[config.mk]
export PLATFORM = sky130hd
export DESIGN_NAME = alq_top
export DESIGN_NICKNAME = d
export VERILOG_FILES = /design/src/verilog/alq_pkg.sv /design/src/verilog/alq_qual.sv /design/src/verilog/alq_top.sv
export SDC_FILE = /design/constraint.sdc
export NUM_CORES = 1
export LEC_CHECK = 0
export BUFFER_PORTS_ARGS = -buffer_cell sky130_fd_sc_hd__buf_2
export CAP_MARGIN = 5
export CORE_ASPECT_RATIO = 0.75
export CORE_MARGIN = 3
export CORE_UTILIZATION = 30
export CTS_CLUSTER_SIZE = 25
export DETAILED_ROUTE_END_ITERATION = 8
export GPL_TIMING_DRIVEN = 0
export PLACE_DENSITY_LB_ADDON = 0.12
export SYNTH_ARGS = -nofsm -noshare
export SYNTH_HDL_FRONTEND = slang
export SYNTH_HIERARCHICAL = 1
export SYNTH_SLANG_ARGS = --single-unit
[constraint.sdc]
create_clock -name clk_i -period 6.2 [get_ports clk_i]
set_input_delay 1.24 -clock clk_i [delete_from_list [all_inputs] [get_ports clk_i]]
set_output_delay 1.24 -clock clk_i [all_outputs]
set_load 0.005 [all_outputs]
[src/verilog/alq_pkg.sv]
package alq_pkg;

	// register offsets
	localparam logic [7:0] ALQ_OFF_OVERCUR  = 8'h44;
	localparam logic [7:0] ALQ_OFF_UNDERCUR = 8'h45;
	localparam logic [7:0] ALQ_OFF_OVERPWR  = 8'h46;
	localparam logic [7:0] ALQ_OFF_OVERVOLT = 8'h47;

	// field layout: channel n (0 = ch1) sits at bits 7-2n : 6-2n
	localparam int          ALQ_FIELD_W   = 2;
	localparam int          ALQ_CH1_LSB   = 6;
	localparam int          ALQ_CHANNELS  = 4;
	localparam int          ALQ_OVERCUR_CH3_LSB = 2;
	localparam int          ALQ_OVERCUR_CH4_LSB = 0;
	localparam logic [7:0]  ALQ_OVERCUR_MASK    = 8'h0f;

	// reset values
	localparam logic [7:0]  ALQ_COUNT_RST = 8'h00;
	localparam logic [7:0]  ALQ_RDATA_RST = 8'h00;

	// sample counts per code
	localparam logic [1:0]  ALQ_CODE_1    = 2'h0;
	localparam logic [1:0]  ALQ_CODE_4    = 2'h1;
	localparam logic [1:0]  ALQ_CODE_8    = 2'h2;
	localparam logic [4:0]  ALQ_NEED_1    = 5'h01;
	localparam logic [4:0]  ALQ_NEED_4    = 5'h04;
	localparam logic [4:0]  ALQ_NEED_8    = 5'h08;
	localparam logic [4:0]  ALQ_NEED_16   = 5'h10;
	localparam logic [4:0]  ALQ_CNT_RST   = 5'h00;
	localparam logic [4:0]  ALQ_CNT_ONE   = 5'h01;

	// decode a two-bit count field into a run length
	function automatic logic [4:0] alq_need(input logic [1:0] code);
		unique case (code)
			ALQ_CODE_1: alq_need = ALQ_NEED_1;
			ALQ_CODE_4: alq_need = ALQ_NEED_4;
			ALQ_CODE_8: alq_need = ALQ_NEED_8;
			default:    alq_need = ALQ_NEED_16;
		endcase
	endfunction

endpackage

[src/verilog/alq_qual.sv]
`timescale 1ns/1ps
`default_nettype none

module alq_qual
	import alq_pkg::*;
(
	// clock and reset
	input  wire logic       clk_i,
	input  wire logic       reset_n_i,
	// conversion result
	input  wire logic       sample_valid_i,
	input  wire logic       beyond_i,
	// run length setting
	input  wire logic [1:0] count_code_i,
	// qualified level
	output logic            alarm_o
);

	logic [4:0] cnt_q;
	logic [4:0] cnt_d;
	logic       alarm_q;
	logic       alarm_d;
	logic [4:0] need_w;
	logic [4:0] inc_w;

	assign need_w  = alq_need(count_code_i);
	assign alarm_o = alarm_q;

	// run counter; only a finished conversion may move or clear it
	always_comb begin
		cnt_d   = cnt_q;
		alarm_d = alarm_q;
		inc_w   = (cnt_q < need_w) ? 5'(cnt_q + ALQ_CNT_ONE) : cnt_q; // saturate at need
		if (sample_valid_i) begin
			if (beyond_i) begin
				cnt_d   = inc_w;
				alarm_d = (inc_w >= need_w);
			end else begin
				cnt_d   = ALQ_CNT_RST;
				alarm_d = 1'h0;
			end
		end
	end

	// counter state
	always_ff @(posedge clk_i or negedge reset_n_i) begin
		if (!reset_n_i) begin
			cnt_q   <= ALQ_CNT_RST;
			alarm_q <= 1'h0;
		end else begin
			cnt_q   <= cnt_d;
			alarm_q <= alarm_d;
		end
	end

	a_rise_on_beyond: assert property (@(posedge clk_i) disable iff (!reset_n_i)
		$rose(alarm_q) |-> $past(sample_valid_i) && $past(beyond_i))
		else $error("alarm rose without a beyond sample");

	a_miss_clears_run: assert property (@(posedge clk_i) disable iff (!reset_n_i)
		sample_valid_i && !beyond_i |=> !alarm_q && cnt_q == ALQ_CNT_RST)
		else $error("clean sample did not restart the run");

	a_idle_holds_run: assert property (@(posedge clk_i) disable iff (!reset_n_i)
		!sample_valid_i |=> $stable(cnt_q) && $stable(alarm_q))
		else $error("run changed without a conversion");

	a_rise_full_run: assert property (@(posedge clk_i) disable iff (!reset_n_i)
		$rose(alarm_q) |-> cnt_q >= $past(need_w) && cnt_q != ALQ_CNT_RST)
		else $error("alarm rose before the run length");

endmodule

`default_nettype wire

[src/verilog/alq_top.sv]
`timescale 1ns/1ps
`default_nettype none

module alq_top
	import alq_pkg::*;
(
	// clock and reset
	input  wire logic       clk_i,
	input  wire logic       reset_n_i,
	// register access from the serial slave
	input  wire logic       reg_wr_i,
	input  wire logic       reg_rd_i,
	input  wire logic [7:0] reg_addr_i,
	input  wire logic [7:0] reg_wdata_i,
	output logic      [7:0] reg_rdata_o,
	// comparator results, bit 0 = channel 1; overcurrent bit 0 = ch3, bit 1 = ch4
	input  wire logic       sample_valid_i,
	input  wire logic [1:0] overcurrent_beyond_i,
	input  wire logic [3:0] undercurrent_beyond_i,
	input  wire logic [3:0] overpower_beyond_i,
	input  wire logic [3:0] overvoltage_beyond_i,
	// alarm enables, bit 0 = channel 1; overcurrent bit 0 = ch3, bit 1 = ch4
	input  wire logic [1:0] overcurrent_enable_i,
	input  wire logic [3:0] undercurrent_enable_i,
	input  wire logic [3:0] overpower_enable_i,
	input  wire logic [3:0] overvoltage_enable_i,
	// routed alarms; overcurrent bit 0 = ch3, bit 1 = ch4
	output logic      [1:0] overcurrent_alarm_o,
	output logic      [3:0] undercurrent_alarm_o,
	output logic      [3:0] overpower_alarm_o,
	output logic      [3:0] overvoltage_alarm_o
);

	logic [7:0] overcurrent_sample_count_q;
	logic [7:0] overcurrent_sample_count_d;
	logic [7:0] undercurrent_sample_count_q;
	logic [7:0] undercurrent_sample_count_d;
	logic [7:0] overpower_sample_count_q;
	logic [7:0] overpower_sample_count_d;
	logic [7:0] overvoltage_sample_count_q;
	logic [7:0] overvoltage_sample_count_d;
	logic [7:0] rdata_q;
	logic [7:0] rdata_d;

	// register writes; upper overcurrent bits are not held here
	always_comb begin
		overcurrent_sample_count_d  = overcurrent_sample_count_q;
		undercurrent_sample_count_d = undercurrent_sample_count_q;
		overpower_sample_count_d    = overpower_sample_count_q;
		overvoltage_sample_count_d  = overvoltage_sample_count_q;
		if (reg_wr_i) begin
			unique case (reg_addr_i)
				ALQ_OFF_OVERCUR:  overcurrent_sample_count_d  = reg_wdata_i & ALQ_OVERCUR_MASK;
				ALQ_OFF_UNDERCUR: undercurrent_sample_count_d = reg_wdata_i;
				ALQ_OFF_OVERPWR:  overpower_sample_count_d    = reg_wdata_i;
				ALQ_OFF_OVERVOLT: overvoltage_sample_count_d  = reg_wdata_i;
				default: ;
			endcase
		end
	end

	// read data is registered; unmapped offsets read zero
	always_comb begin
		rdata_d = rdata_q;
		if (reg_rd_i) begin
			unique case (reg_addr_i)
				ALQ_OFF_OVERCUR:  rdata_d = overcurrent_sample_count_q;
				ALQ_OFF_UNDERCUR: rdata_d = undercurrent_sample_count_q;
				ALQ_OFF_OVERPWR:  rdata_d = overpower_sample_count_q;
				ALQ_OFF_OVERVOLT: rdata_d = overvoltage_sample_count_q;
				default:    rdata_d = ALQ_RDATA_RST;
			endcase
		end
	end

	// register file
	always_ff @(posedge clk_i or negedge reset_n_i) begin
		if (!reset_n_i) begin
			overcurrent_sample_count_q  <= ALQ_COUNT_RST;
			undercurrent_sample_count_q <= ALQ_COUNT_RST;
			overpower_sample_count_q    <= ALQ_COUNT_RST;
			overvoltage_sample_count_q  <= ALQ_COUNT_RST;
			rdata_q                     <= ALQ_RDATA_RST;
		end else begin
			overcurrent_sample_count_q  <= overcurrent_sample_count_d;
			undercurrent_sample_count_q <= undercurrent_sample_count_d;
			overpower_sample_count_q    <= overpower_sample_count_d;
			overvoltage_sample_count_q  <= overvoltage_sample_count_d;
			rdata_q                     <= rdata_d;
		end
	end

	assign reg_rdata_o = rdata_q;

	logic [1:0] overcur_qual_w;
	logic [3:0] undercur_qual_w;
	logic [3:0] overpwr_qual_w;
	logic [3:0] overvolt_qual_w;

	// one qualifier per channel and type, each on its own field and sample
	for (genvar c = 0; c < ALQ_CHANNELS; c++) begin : g_ch
		localparam int LSB = ALQ_CH1_LSB - ALQ_FIELD_W * c;

		alq_qual u_undercur (
			.clk_i          (clk_i),
			.reset_n_i      (reset_n_i),
			.sample_valid_i (sample_valid_i),
			.beyond_i       (undercurrent_beyond_i[c]),
			.count_code_i   (undercurrent_sample_count_q[LSB +: ALQ_FIELD_W]),
			.alarm_o        (undercur_qual_w[c])
		);

		alq_qual u_overpwr (
			.clk_i          (clk_i),
			.reset_n_i      (reset_n_i),
			.sample_valid_i (sample_valid_i),
			.beyond_i       (overpower_beyond_i[c]),
			.count_code_i   (overpower_sample_count_q[LSB +: ALQ_FIELD_W]),
			.alarm_o        (overpwr_qual_w[c])
		);

		alq_qual u_overvolt (
			.clk_i          (clk_i),
			.reset_n_i      (reset_n_i),
			.sample_valid_i (sample_valid_i),
			.beyond_i       (overvoltage_beyond_i[c]),
			.count_code_i   (overvoltage_sample_count_q[LSB +: ALQ_FIELD_W]),
			.alarm_o        (overvolt_qual_w[c])
		);
	end

	// overcurrent exists for channels 3 and 4 only in this block
	alq_qual u_overcur3 (
		.clk_i          (clk_i),
		.reset_n_i      (reset_n_i),
		.sample_valid_i (sample_valid_i),
		.beyond_i       (overcurrent_beyond_i[0]),
		.count_code_i   (overcurrent_sample_count_q[ALQ_OVERCUR_CH3_LSB +: ALQ_FIELD_W]),
		.alarm_o        (overcur_qual_w[0])
	);

	alq_qual u_overcur4 (
		.clk_i          (clk_i),
		.reset_n_i      (reset_n_i),
		.sample_valid_i (sample_valid_i),
		.beyond_i       (overcurrent_beyond_i[1]),
		.count_code_i   (overcurrent_sample_count_q[ALQ_OVERCUR_CH4_LSB +: ALQ_FIELD_W]),
		.alarm_o        (overcur_qual_w[1])
	);

	logic [1:0] overcur_alarm_q;
	logic [1:0] overcur_alarm_d;
	logic [3:0] undercur_alarm_q;
	logic [3:0] undercur_alarm_d;
	logic [3:0] overpwr_alarm_q;
	logic [3:0] overpwr_alarm_d;
	logic [3:0] overvolt_alarm_q;
	logic [3:0] overvolt_alarm_d;

	// enable gating; a disabled alarm keeps qualifying but is not routed
	always_comb begin
		overcur_alarm_d  = overcur_qual_w & overcurrent_enable_i;
		undercur_alarm_d = undercur_qual_w & undercurrent_enable_i;
		overpwr_alarm_d  = overpwr_qual_w & overpower_enable_i;
		overvolt_alarm_d = overvolt_qual_w & overvoltage_enable_i;
	end

	// routed alarm flops
	always_ff @(posedge clk_i or negedge reset_n_i) begin
		if (!reset_n_i) begin
			overcur_alarm_q  <= 2'h0;
			undercur_alarm_q <= 4'h0;
			overpwr_alarm_q  <= 4'h0;
			overvolt_alarm_q <= 4'h0;
		end else begin
			overcur_alarm_q  <= overcur_alarm_d;
			undercur_alarm_q <= undercur_alarm_d;
			overpwr_alarm_q  <= overpwr_alarm_d;
			overvolt_alarm_q <= overvolt_alarm_d;
		end
	end

	assign overcurrent_alarm_o  = overcur_alarm_q;
	assign undercurrent_alarm_o = undercur_alarm_q;
	assign overpower_alarm_o    = overpwr_alarm_q;
	assign overvoltage_alarm_o  = overvolt_alarm_q;

	a_reset_fields_zero: assert property (@(posedge clk_i)
		!reset_n_i |-> undercurrent_sample_count_q == ALQ_COUNT_RST
			&& overpower_sample_count_q == ALQ_COUNT_RST
			&& overvoltage_sample_count_q == ALQ_COUNT_RST
			&& overcurrent_sample_count_q == ALQ_COUNT_RST)
		else $error("count field not zero in reset");

	a_count_write_store: assert property (@(posedge clk_i) disable iff (!reset_n_i)
		reg_wr_i && reg_addr_i == ALQ_OFF_UNDERCUR
			|=> undercurrent_sample_count_q == $past(reg_wdata_i))
		else $error("undercurrent count write lost");

	a_overcur_low_only: assert property (@(posedge clk_i) disable iff (!reset_n_i)
		(overcurrent_sample_count_q & ~ALQ_OVERCUR_MASK) == ALQ_COUNT_RST)
		else $error("overcurrent count holds unused bits");

	a_enable_gates_out: assert property (@(posedge clk_i) disable iff (!reset_n_i)
		##1 (undercur_alarm_q & ~$past(undercurrent_enable_i)) == 4'h0
			&& (overpwr_alarm_q & ~$past(overpower_enable_i)) == 4'h0
			&& (overvolt_alarm_q & ~$past(overvoltage_enable_i)) == 4'h0
			&& (overcur_alarm_q & ~$past(overcurrent_enable_i)) == 2'h0)
		else $error("alarm routed while disabled");

endmodule

`default_nettype wire
Word-level counts from Yosys, hierarchy flattened
Cells that the tools add are included.
Storage, ports and cells
  ROM bits: 0
  flip-flop bits (word level): 134
  memories: 0
  bits of input ports: 49
  latch bits: 0
  RAM bits: 0
  logic and storage cells: 190
  output and inout bits: 22
Operators by class
  reductions and logical operators: 18
  multiply operators: 0
  bitwise gates (word level): 4
  shifts and indexed selects: 0
  divide/modulo/power cells: 0
  add/subtract/negate cells: 14
  eq/ne operators: 32
  muxes and demuxes: 57
  order comparisons: 28
Operators by type and width (number)
  one-hot mux 5 bit (3 select lines): 14
  two-way mux 5 bit: 28
  adder 5 x 1 -> 5 bit, second input constant: 14
  greater-or-equal comparator 5 bit: 14
  < comparator 5 bit: 14
  == test 8 x 7 -> 1 bit, second input constant: 4
  one-hot mux 8 bit (4 select lines): 1
  == test 2 x 1 -> 1 bit, second input constant: 14
  == test 2 bit, second input constant: 14
  zero test 2 bit: 14
  two-way mux 1 bit: 14
  bitwise AND 4 bit: 3
  AND reduction 2 bit: 4
  bitwise AND 2 bit: 1

Depth between registers and ports, before layout
Gate-level depths: netlist of the first run.
  depth in word-level cells: 6
  gate-level depth with buffers: 10
  depth with buffers taken out: 10

Modules after synthesis
Netlist of the first run, hierarchy kept.
Modules (own cells, without submodules)
  alq_qual: times used 14, seq. area each 150.1 µm², cells each 63, area each 599.3 µm²
  alq_top: times used 1, seq. area each 1251.2 µm², cells each 139, area each 2050.7 µm²

Worst setup path after synthesis of the first run
No wires, ideal clock.
  path type: input -> register
  start: in reg_addr_i[5]
  end: reg overpower_sample_count_q[0]
  library setup time: 0.125 ns
  stages on the path: 3
  data arrival time: 2.499 ns
  slack: 3.576 ns
  data required time: 6.075 ns
  path buffers: 0
  path through: or4b_4 -> nor3_4 -> mux2_2
On the way
  word-level cells in the longest chain between the ends: 2
RTL lines
  start: declaration: line alq_top.sv:13  | input wire logic [7:0] reg_addr_i,
  == test 8 x 7 -> 1 bit: line alq_top.sv:52  | unique case (reg_addr_i)
  AND reduction 2 bit (no line)
  end signal: assignment: line alq_top.sv:87  | overpower_sample_count_q <= overpower_sample_count_d;
  end: declaration: line alq_top.sv:38  | logic [7:0] overpower_sample_count_q;
No other way between the ends.
A chain may end at the register's enable or synchronous reset.

Worst setup path after layout of the first run
  start: reg overvoltage_sample_count_q[1]
  end: reg g_ch[3].u_overvolt.alarm_q
On the way
  word-level cells in the longest chain between the ends: 6
  elaborated cells between the ends (all ways): 8
  those cells by class: 2 x order compare; 2 x eq/ne; 3 x mux; 1 x reduce/logical
RTL lines
  start: declaration: line alq_top.sv:40  | logic [7:0] overvoltage_sample_count_q;
  start signal: assignment: line alq_top.sv:88  | overvoltage_sample_count_q <= overvoltage_sample_count_d;
  == test 2 bit, or another cell as far along: line alq_pkg.sv:34  | unique case (code)
  one-hot mux 5 bit (3 select lines) *: line alq_pkg.sv:34
  < comparator 5 bit: line alq_qual.sv:33  | inc_w = (cnt_q < need_w) ? 5'(cnt_q + ALQ_CNT_ONE) : cnt_q;
  two-way mux 5 bit: line alq_qual.sv:33
  greater-or-equal comparator 5 bit *: line alq_qual.sv:37  | alarm_d = (inc_w >= need_w);
  two-way mux 1 bit *: line alq_qual.sv:35  | if (beyond_i) begin
  end signal: assignment: line alq_qual.sv:52  | alarm_q <= alarm_d;
  end: declaration: line alq_qual.sv:21  | logic alarm_q;
Every way passes the cells marked *; elsewhere a longest branch is shown, timed or not.

==> summary.md, run 1 <==
| Metric | Value |
|---|---|
| Status | `finished, final reports clean` |
| Pre-antenna DRT Iters | `5` |
| Crit end category | `register` |
| Final slew viol count | `0` |
| Commonest non-fill, non-tap cell in the layout | `dfrtp_1` |
| Startpoint type of the worst setup path | `register` |
| Largest net degree at the start of global routing | `69` |
| Clock sink count | `134` |
| Initial core utilization | `0.308` |
| Leak | `5.38 nW` |
| Crit path kind | `reg2reg` |
| Net count after synthesis | `roughly 1,200` |
| RSZ-0062 raised after global routing | `false` |
| CP Max Fanout | `7` |
| Mapped Area | `10,400 µm²` |
| Detailed Route Iter0 Violations | `407` |
| Total number of vias | `8,322` |
| Drt total wl | `26.6 mm` |
| Share of layout cells above drive strength 1 | `0.214` |
| Critical path required time | `between 6000 and 7000 ps` |
| Core box area | `about 34,000 µm²` |
| Final antenna-violating net count | `0` |
| # hold bufs at CTS | `0` |
| Inserted Diodes | `0` |
| Synth Register Bits | `134` |
| Most frequent cells in the layout | `dfrtp_1, nand2_1, ha_1` |
| Std-Cell Rows | `58` |
| TritonCTS Buffers | `17` |
| Top delay family on crit path | `simple AND/OR/NAND/NOR gates` |
| Worst slew pin tran | `~1100 ps` |
| CTS clock-pin slew for the worst setup and hold paths | `60 ps` |
| Setup_tns | `0 ps` |
| H-tree levels | `4` |
| Buf+Inv Stages, Crit Path | `0` |
| Final #Nets | `1,272` |
| Avg Synthesized Cell Area | `10.2 µm²` |
| CTS Root Cell | `clkbuf_16` |
| Die height | `168 µm` |
| Most used cell, CP | `ha_1` |
| Placed cells | `between 1,500 and 2,000` |
| Ys async rst share | `1.00` |
| Pwr Density | `around 420 nW/µm²` |
| Synth Flop Type | `dfrtp_1` |
| GR Overflow Total | `0` |
| FMAX | `360 MHz` |
| Post-CTS Setup Inserts | `0` |
| Max-Cap Viols | `0` |
| Max_slew headroom | `0.270` |
| Sequential-to-total area share from yosys stat | `0.321` |
| # fillers | `approximately 3,400` |
| Post-CTS resize count | `0` |
| HPWL after DPL | `19.8 mm` |
| Worst-path cell chain | `nand2b_1, ha_1, or4_4, o21ai_4, nand3_2, xnor2_1, ha_1, o211ai_1, a32oi_1, a21boi_0` |
| Worst vdd ir | `0.169 mV` |
| WL per Instance | `16.9 µm` |
| Critical path arrival | `3130 ps` |
| Final non-filler cell total | `1,574` |
| Vias in the first global route | `8,265` |
| Drt via density | `between 5 and 6` |
| Deepest clock path buffer count | `2` |
| Mapped Cells | `1,021` |
| Initial antenna violation count | `2` |
| Period utilisation layout | `0.449` |
| Die Area | `approximately 37,000 µm²` |
| Final min period | `~2800 ps` |
| Area Overhead vs Synth | `15.2%` |
| Clock Latency Late Sink | `440 ps` |
| Total GRT Usage | `0.149` |
| I/O pin total | `71` |
| Synth unique cells | `between 40 and 50` |
| Gpl congestion | `0.782` |
| Synth warnings | `6` |
| Slowest-stage cell, CP | `dfrtp_1` |
| CTS tree | `yes` |
| First-pass GRT wire length | `44.9 mm` |
| Die width | `221 µm` |
| Worst Hold Class | `reg2reg` |
| # DRC | `0` |
| Final worst clock skew | `around 14 ps` |
| Final hold violation count | `0` |
| Finish-stage setup viols | `0` |
| CP peak stage delay | `480 ps` |
| PortBufs | `70` |
| Number of synthesized flops with an enable pin | `0` |
synth_stat cells, drive strengths merged (15+ instances only):
master | instances | area share
mux2 | 32 | 0.035
and4 | 15 | 0.013
and3 | 28 | 0.017
nor2b | 19 | 0.011
nor2 | 72 | 0.026
ha | 112 | 0.13
nand2 | 112 | 0.040
nand3 | 44 | 0.028
inv | 19 | 0.0068
nor3 | 30 | 0.017
nand2b | 29 | 0.017
a31o | 45 | 0.038
dfrtp | 134 | 0.32
o21ai | 29 | 0.029
xnor2 | 42 | 0.035
a21oi | 28 | 0.029
stage by stage:
| stage | cell area [µm²] | utilization | total power, mW | hold WS, ps | setup slack, ps |
|---|---|---|---|---|---|
| 6_report | 12000 | 0.355 | 5.00 | 487 | 3420 |
| 5_1_grt | 12000 | 0.355 | 5.46 | 521 | 3190 |
| 4_1_cts | 12000 | 0.355 | 5.05 | 493 | 3410 |
| 3_5_place_dp | 11400 | 0.336 | 3.85 | 477 | 2950 |
| 3_3_place_gp | 11400 | 0.335 | 3.88 | 478 | 1570 |
| 2_1_floorplan | 10400 | - | 3.27 | 459 | 3580 |
cells by family after synthesis:
logic type,share of synthesized area
flops,0.321
xor+xnor,0.0470
buf+inv,0.00851
fa+ha+maj,0.134
compound gates,0.238
mux,0.0431
simple gates,0.208
final timing paths:
| path | from | endpoint | slack [ps] | cells after the start |
|---|---|---|---|---|
| hold / removal | g_ch[2].u_overpwr/alarm_o | overpower_alarm_o[2] | 490 | 1 |
| setup reg to reg | overvoltage_sample_count_q[1] | g_ch[3].u_overvolt/alarm_o | 3420 | 10 |
| hold reg to reg | g_ch[2].u_overpwr/alarm_o | overpower_alarm_o[2] | 490 | 1 |
| min in group asynchronous | reset_n_i | g_ch[1].u_overvolt/alarm_o | 800 | 1 |
| max in group asynchronous | reset_n_i | overvoltage_alarm_o[2] | 4600 | 2 |
| setup / recovery | overvoltage_sample_count_q[1] | g_ch[3].u_overvolt/alarm_o | 3420 | 10 |
metal layers:
metal  up-vias  GRT usage  share of wire
li1       4146          -              -
met1      4047      0.217           0.52
met2       106      0.223           0.43
met3        19     0.0331          0.031
met4         4     0.0353         0.0088
met5         -          0        0.00079
power by group:
| part | leakage (nW) | internal (mW) | switching [mW] | total, mW |
|---|---|---|---|---|
| Sequential | 1.80 | 1.10 | 0.367 | 1.47 |
| Clock | 0.311 | 0.733 | 0.415 | 1.15 |
| Combinational | 3.27 | 1.11 | 1.27 | 2.39 |
cell type report:
class / count / area [µm²] / share of cell area
tap: 450 / 563 / 0.0468
buffer: 4 / 17.5 / 0.00146
clock inverter: 9 / 173 / 0.0144
sequential: 134 / 3350 / 0.279
multi-input combinational: 864 / 7000 / 0.582
inverter: 19 / 71.3 / 0.00593
clock buffer: 23 / 468 / 0.0389
timing repair buffer: 71 / 384 / 0.0319
sequential cells by signal, indices dropped and copies added (netlist names), 5 cells and up:
register and flops:
reg_rdata_o 8, g_ch.u_overpwr/cnt_q 20, g_ch.u_overvolt/cnt_q 20, overvoltage_sample_count_q 8
overpower_sample_count_q 8, u_overcur3/cnt_q 5, u_overcur4/cnt_q 5, g_ch.u_undercur/cnt_q 20
undercurrent_sample_count_q 8
Power figures use the tool's default switching activity.
==> run 2: changes to the inputs <==
- clock period: 6.2 -> 2.65 ns (I/O delays scaled with it)
==> run 2 against run 1 <==
Critical path depth down 1. Via count up 4.8%. Worst hold slack worse by 390 ps. Worst setup slack worse by 3400 ps. Sequential share of layout area down 2.2 points. Critical path type unchanged. Largest cell class unchanged.
==> summary.md, run 2 (synthesis gave the netlist of run 1 again) <==
| Metric | Value |
|---|---|
| Die height | `168 µm` |
| CTS tree | `yes` |
| Area Overhead vs Synth | `26.4%` |
| Period utilisation layout | `0.979` |
| Part of the power in registers | `0.270` |
| I/O pin total | `just over 70` |
| Die Area | `37,100 µm²` |
| H-tree levels | `4` |
| Setup_tns | `0 ps` |
| TritonCTS Buffers | `17` |
| RSZ-0062 raised after global routing | `true` |
| Most used cell, CP | `ha_1` |
| CP Max Fanout | `8` |
| Final Power | `13.0 mW` |
| Initial core utilization | `0.308` |
| # DRC | `0` |
| FMAX | `386 MHz` |
| Commonest non-fill, non-tap cell in the layout | `nand2_1` |
| Final #Nets | `1,362` |
| Final min period | `2590 ps` |
| Deepest clock path buffer count | `2` |
| CTS Root Cell | `clkbuf_16` |
| Slowest-stage cell, CP | `or3b_1` |
| Std-Cell Rows | `between 50 and 60` |
| Fin area | `between 10,000 and 15,000 µm²` |
| Detailed Route Iter0 Violations | `476` |
| Max-Cap Viols | `0` |
| # hold bufs at CTS | `0` |
| HPWL after DPL | `between 15 and 20 mm` |
| GR Overflow Total | `0` |
| Worst-path cell chain | `nand2_1, ha_1, a21oi_4, or3b_1, xnor2_1, ha_1, o211ai_1, a32oi_1, a21boi_2` |
| Share of layout cells above drive strength 1 | `0.352` |
| Leak | `5.90 nW` |
| Drt total wl | `approximately 28 mm` |
| Worst Hold Class | `in2async` |
| Final worst clock skew | `roughly 13 ps` |
| Startpoint type of the worst setup path | `register` |
| Critical path arrival | `2970 ps` |
| Final slew viol count | `0` |
| Final hold violation count | `0` |
| Clock Latency Late Sink | `440 ps` |
| Switching Share | `0.402` |
| Finish-stage setup viols | `0` |
| Clock Power Share | `0.208` |
| Largest net degree at the start of global routing | `69` |
| Vias in the first global route | `roughly 8,600` |
| Sw power | `5.21 mW` |
| Worst slew pin tran | `1110 ps` |
| Clock sink count | `134` |
| Drt via density | `5.24` |
| PortBufs | `70` |
| Max_slew headroom | `0.261` |
| Total GRT Usage | `0.154` |
| Die width | `221 µm` |
| Placed inst area | `11,400 µm²` |
| Status | `finished, final reports clean` |
| Gpl congestion | `around 0.78` |
| CTS clock-pin slew for the worst setup and hold paths | `70 ps` |
| Core box area | `33,900 µm²` |
| Biggest regs | `g_ch.u_overpwr/cnt_q: 20 flops, g_ch.u_overvolt/cnt_q: 20 flops, g_ch.u_undercur/cnt_q: 20 flops` |
| Inserted Diodes | `0` |
| Internal cell power | `7.74 mW` |
| Critical path required time | `3020 ps` |
| Total number of vias | `8,725` |
| CP peak stage delay | `460 ps` |
| Logic pwr share | `0.523` |
| Most frequent cells in the layout | `nand2_1, dfrtp_1, ha_1` |
| Pwr Density | `roughly 1000 nW/µm²` |
| First-pass GRT wire length | `46.5 mm` |
| Final antenna-violating net count | `0` |
| Crit path kind | `reg2reg` |
| WL per Instance | `roughly 17 µm` |
| Crit end category | `register` |
| Initial antenna violation count | `2` |
| Pre-antenna DRT Iters | `7` |
| Worst vdd ir | `about 0.43 mV` |
-- run 2: cell types whose count changed in the layout (fill, tap and decap cells not counted), sizes merged --
cell | previous run | this run
buf | 73 | 163
-- run 2: area by class of cell --
type / count / area, µm²
plain buffers: 4 / 17.5
clock buffers: 23 / 468
clock inverters: 9 / 173
fillers: 3297 / 20700
inverters: 19 / 71.3
multi-input cells: 864 / 7450
flip-flops and latches: 134 / 3390
well taps: 450 / 563
repair buffers: 161 / 1070
-- run 2: stage by stage --
| step | hold slack [ps] | worst slack (ps) | std cells | utilization |
|---|---|---|---|---|
| 2_1_floorplan | 234 | 218 | 1021 | - |
| 3_3_place_gp | 478 | -1270 | 1541 | 0.335 |
| 3_5_place_dp | 477 | -118 | 1542 | 0.336 |
| 4_1_cts | 120 | 2.96 | 1626 | 0.373 |
| 5_1_grt | 153 | -114 | 1664 | 0.389 |
| 6_report | 94.9 | 56.2 | 1664 | 0.389 |
-- run 2: path summary, 6_finish.rpt --
path	startpoint	end	slack, ps	cells after the start
max in group asynchronous	reset_n_i	overvoltage_sample_count_q[0]	1730	2
worst max-delay path	undercurrent_sample_count_q[6]	g_ch[0].u_undercur/alarm_o	60	9
worst max register to register	undercurrent_sample_count_q[6]	g_ch[0].u_undercur/alarm_o	60	9
min in group clk_i	undercurrent_enable_i[2]	undercurrent_alarm_o[2]	290	2
worst min register to register	g_ch[2].u_overpwr/alarm_o	overpower_alarm_o[2]	490	1
worst min-delay path	reset_n_i	g_ch[1].u_overvolt/alarm_o	90	1
-- run 2: timing repair --
item,CTS,global route
pin swaps,28,57
buffers inserted,52,38
endpoints found under the setup margin,14,14
gates resized for setup,66,56
cloned,0,0
-- run 2: critical path, delay by kind of cell (launching register included) --
family                     cells  cell delay [ps]
AOI/OAI and AO/OA              4              730
adders and majority gates      2              630
and+or+nand+nor                2              580
DFF                            1              440
xor gates and xnor gates       1              160
-- run 2: power by group through the flow --
stage / Sequential, mW / Combinational [mW] / Clock (mW)
after detailed placement: 3.46 / 5.56 / 0
final: 3.49 / 6.77 / 2.69
after CTS: 3.44 / 6.30 / 2.78
after floorplan: 3.22 / 4.43 / 0
after global placement: 3.47 / 5.61 / 0
after global routing: 3.61 / 7.59 / 2.87
-- run 2: routing by layer --
metal,part of all wire,routed length [µm],GRT usage
met1,0.51,14500,0.221
met2,0.45,12600,0.236
met3,0.028,797,0.0333
met4,0.011,312,0.0378
met5,0.00074,21,0
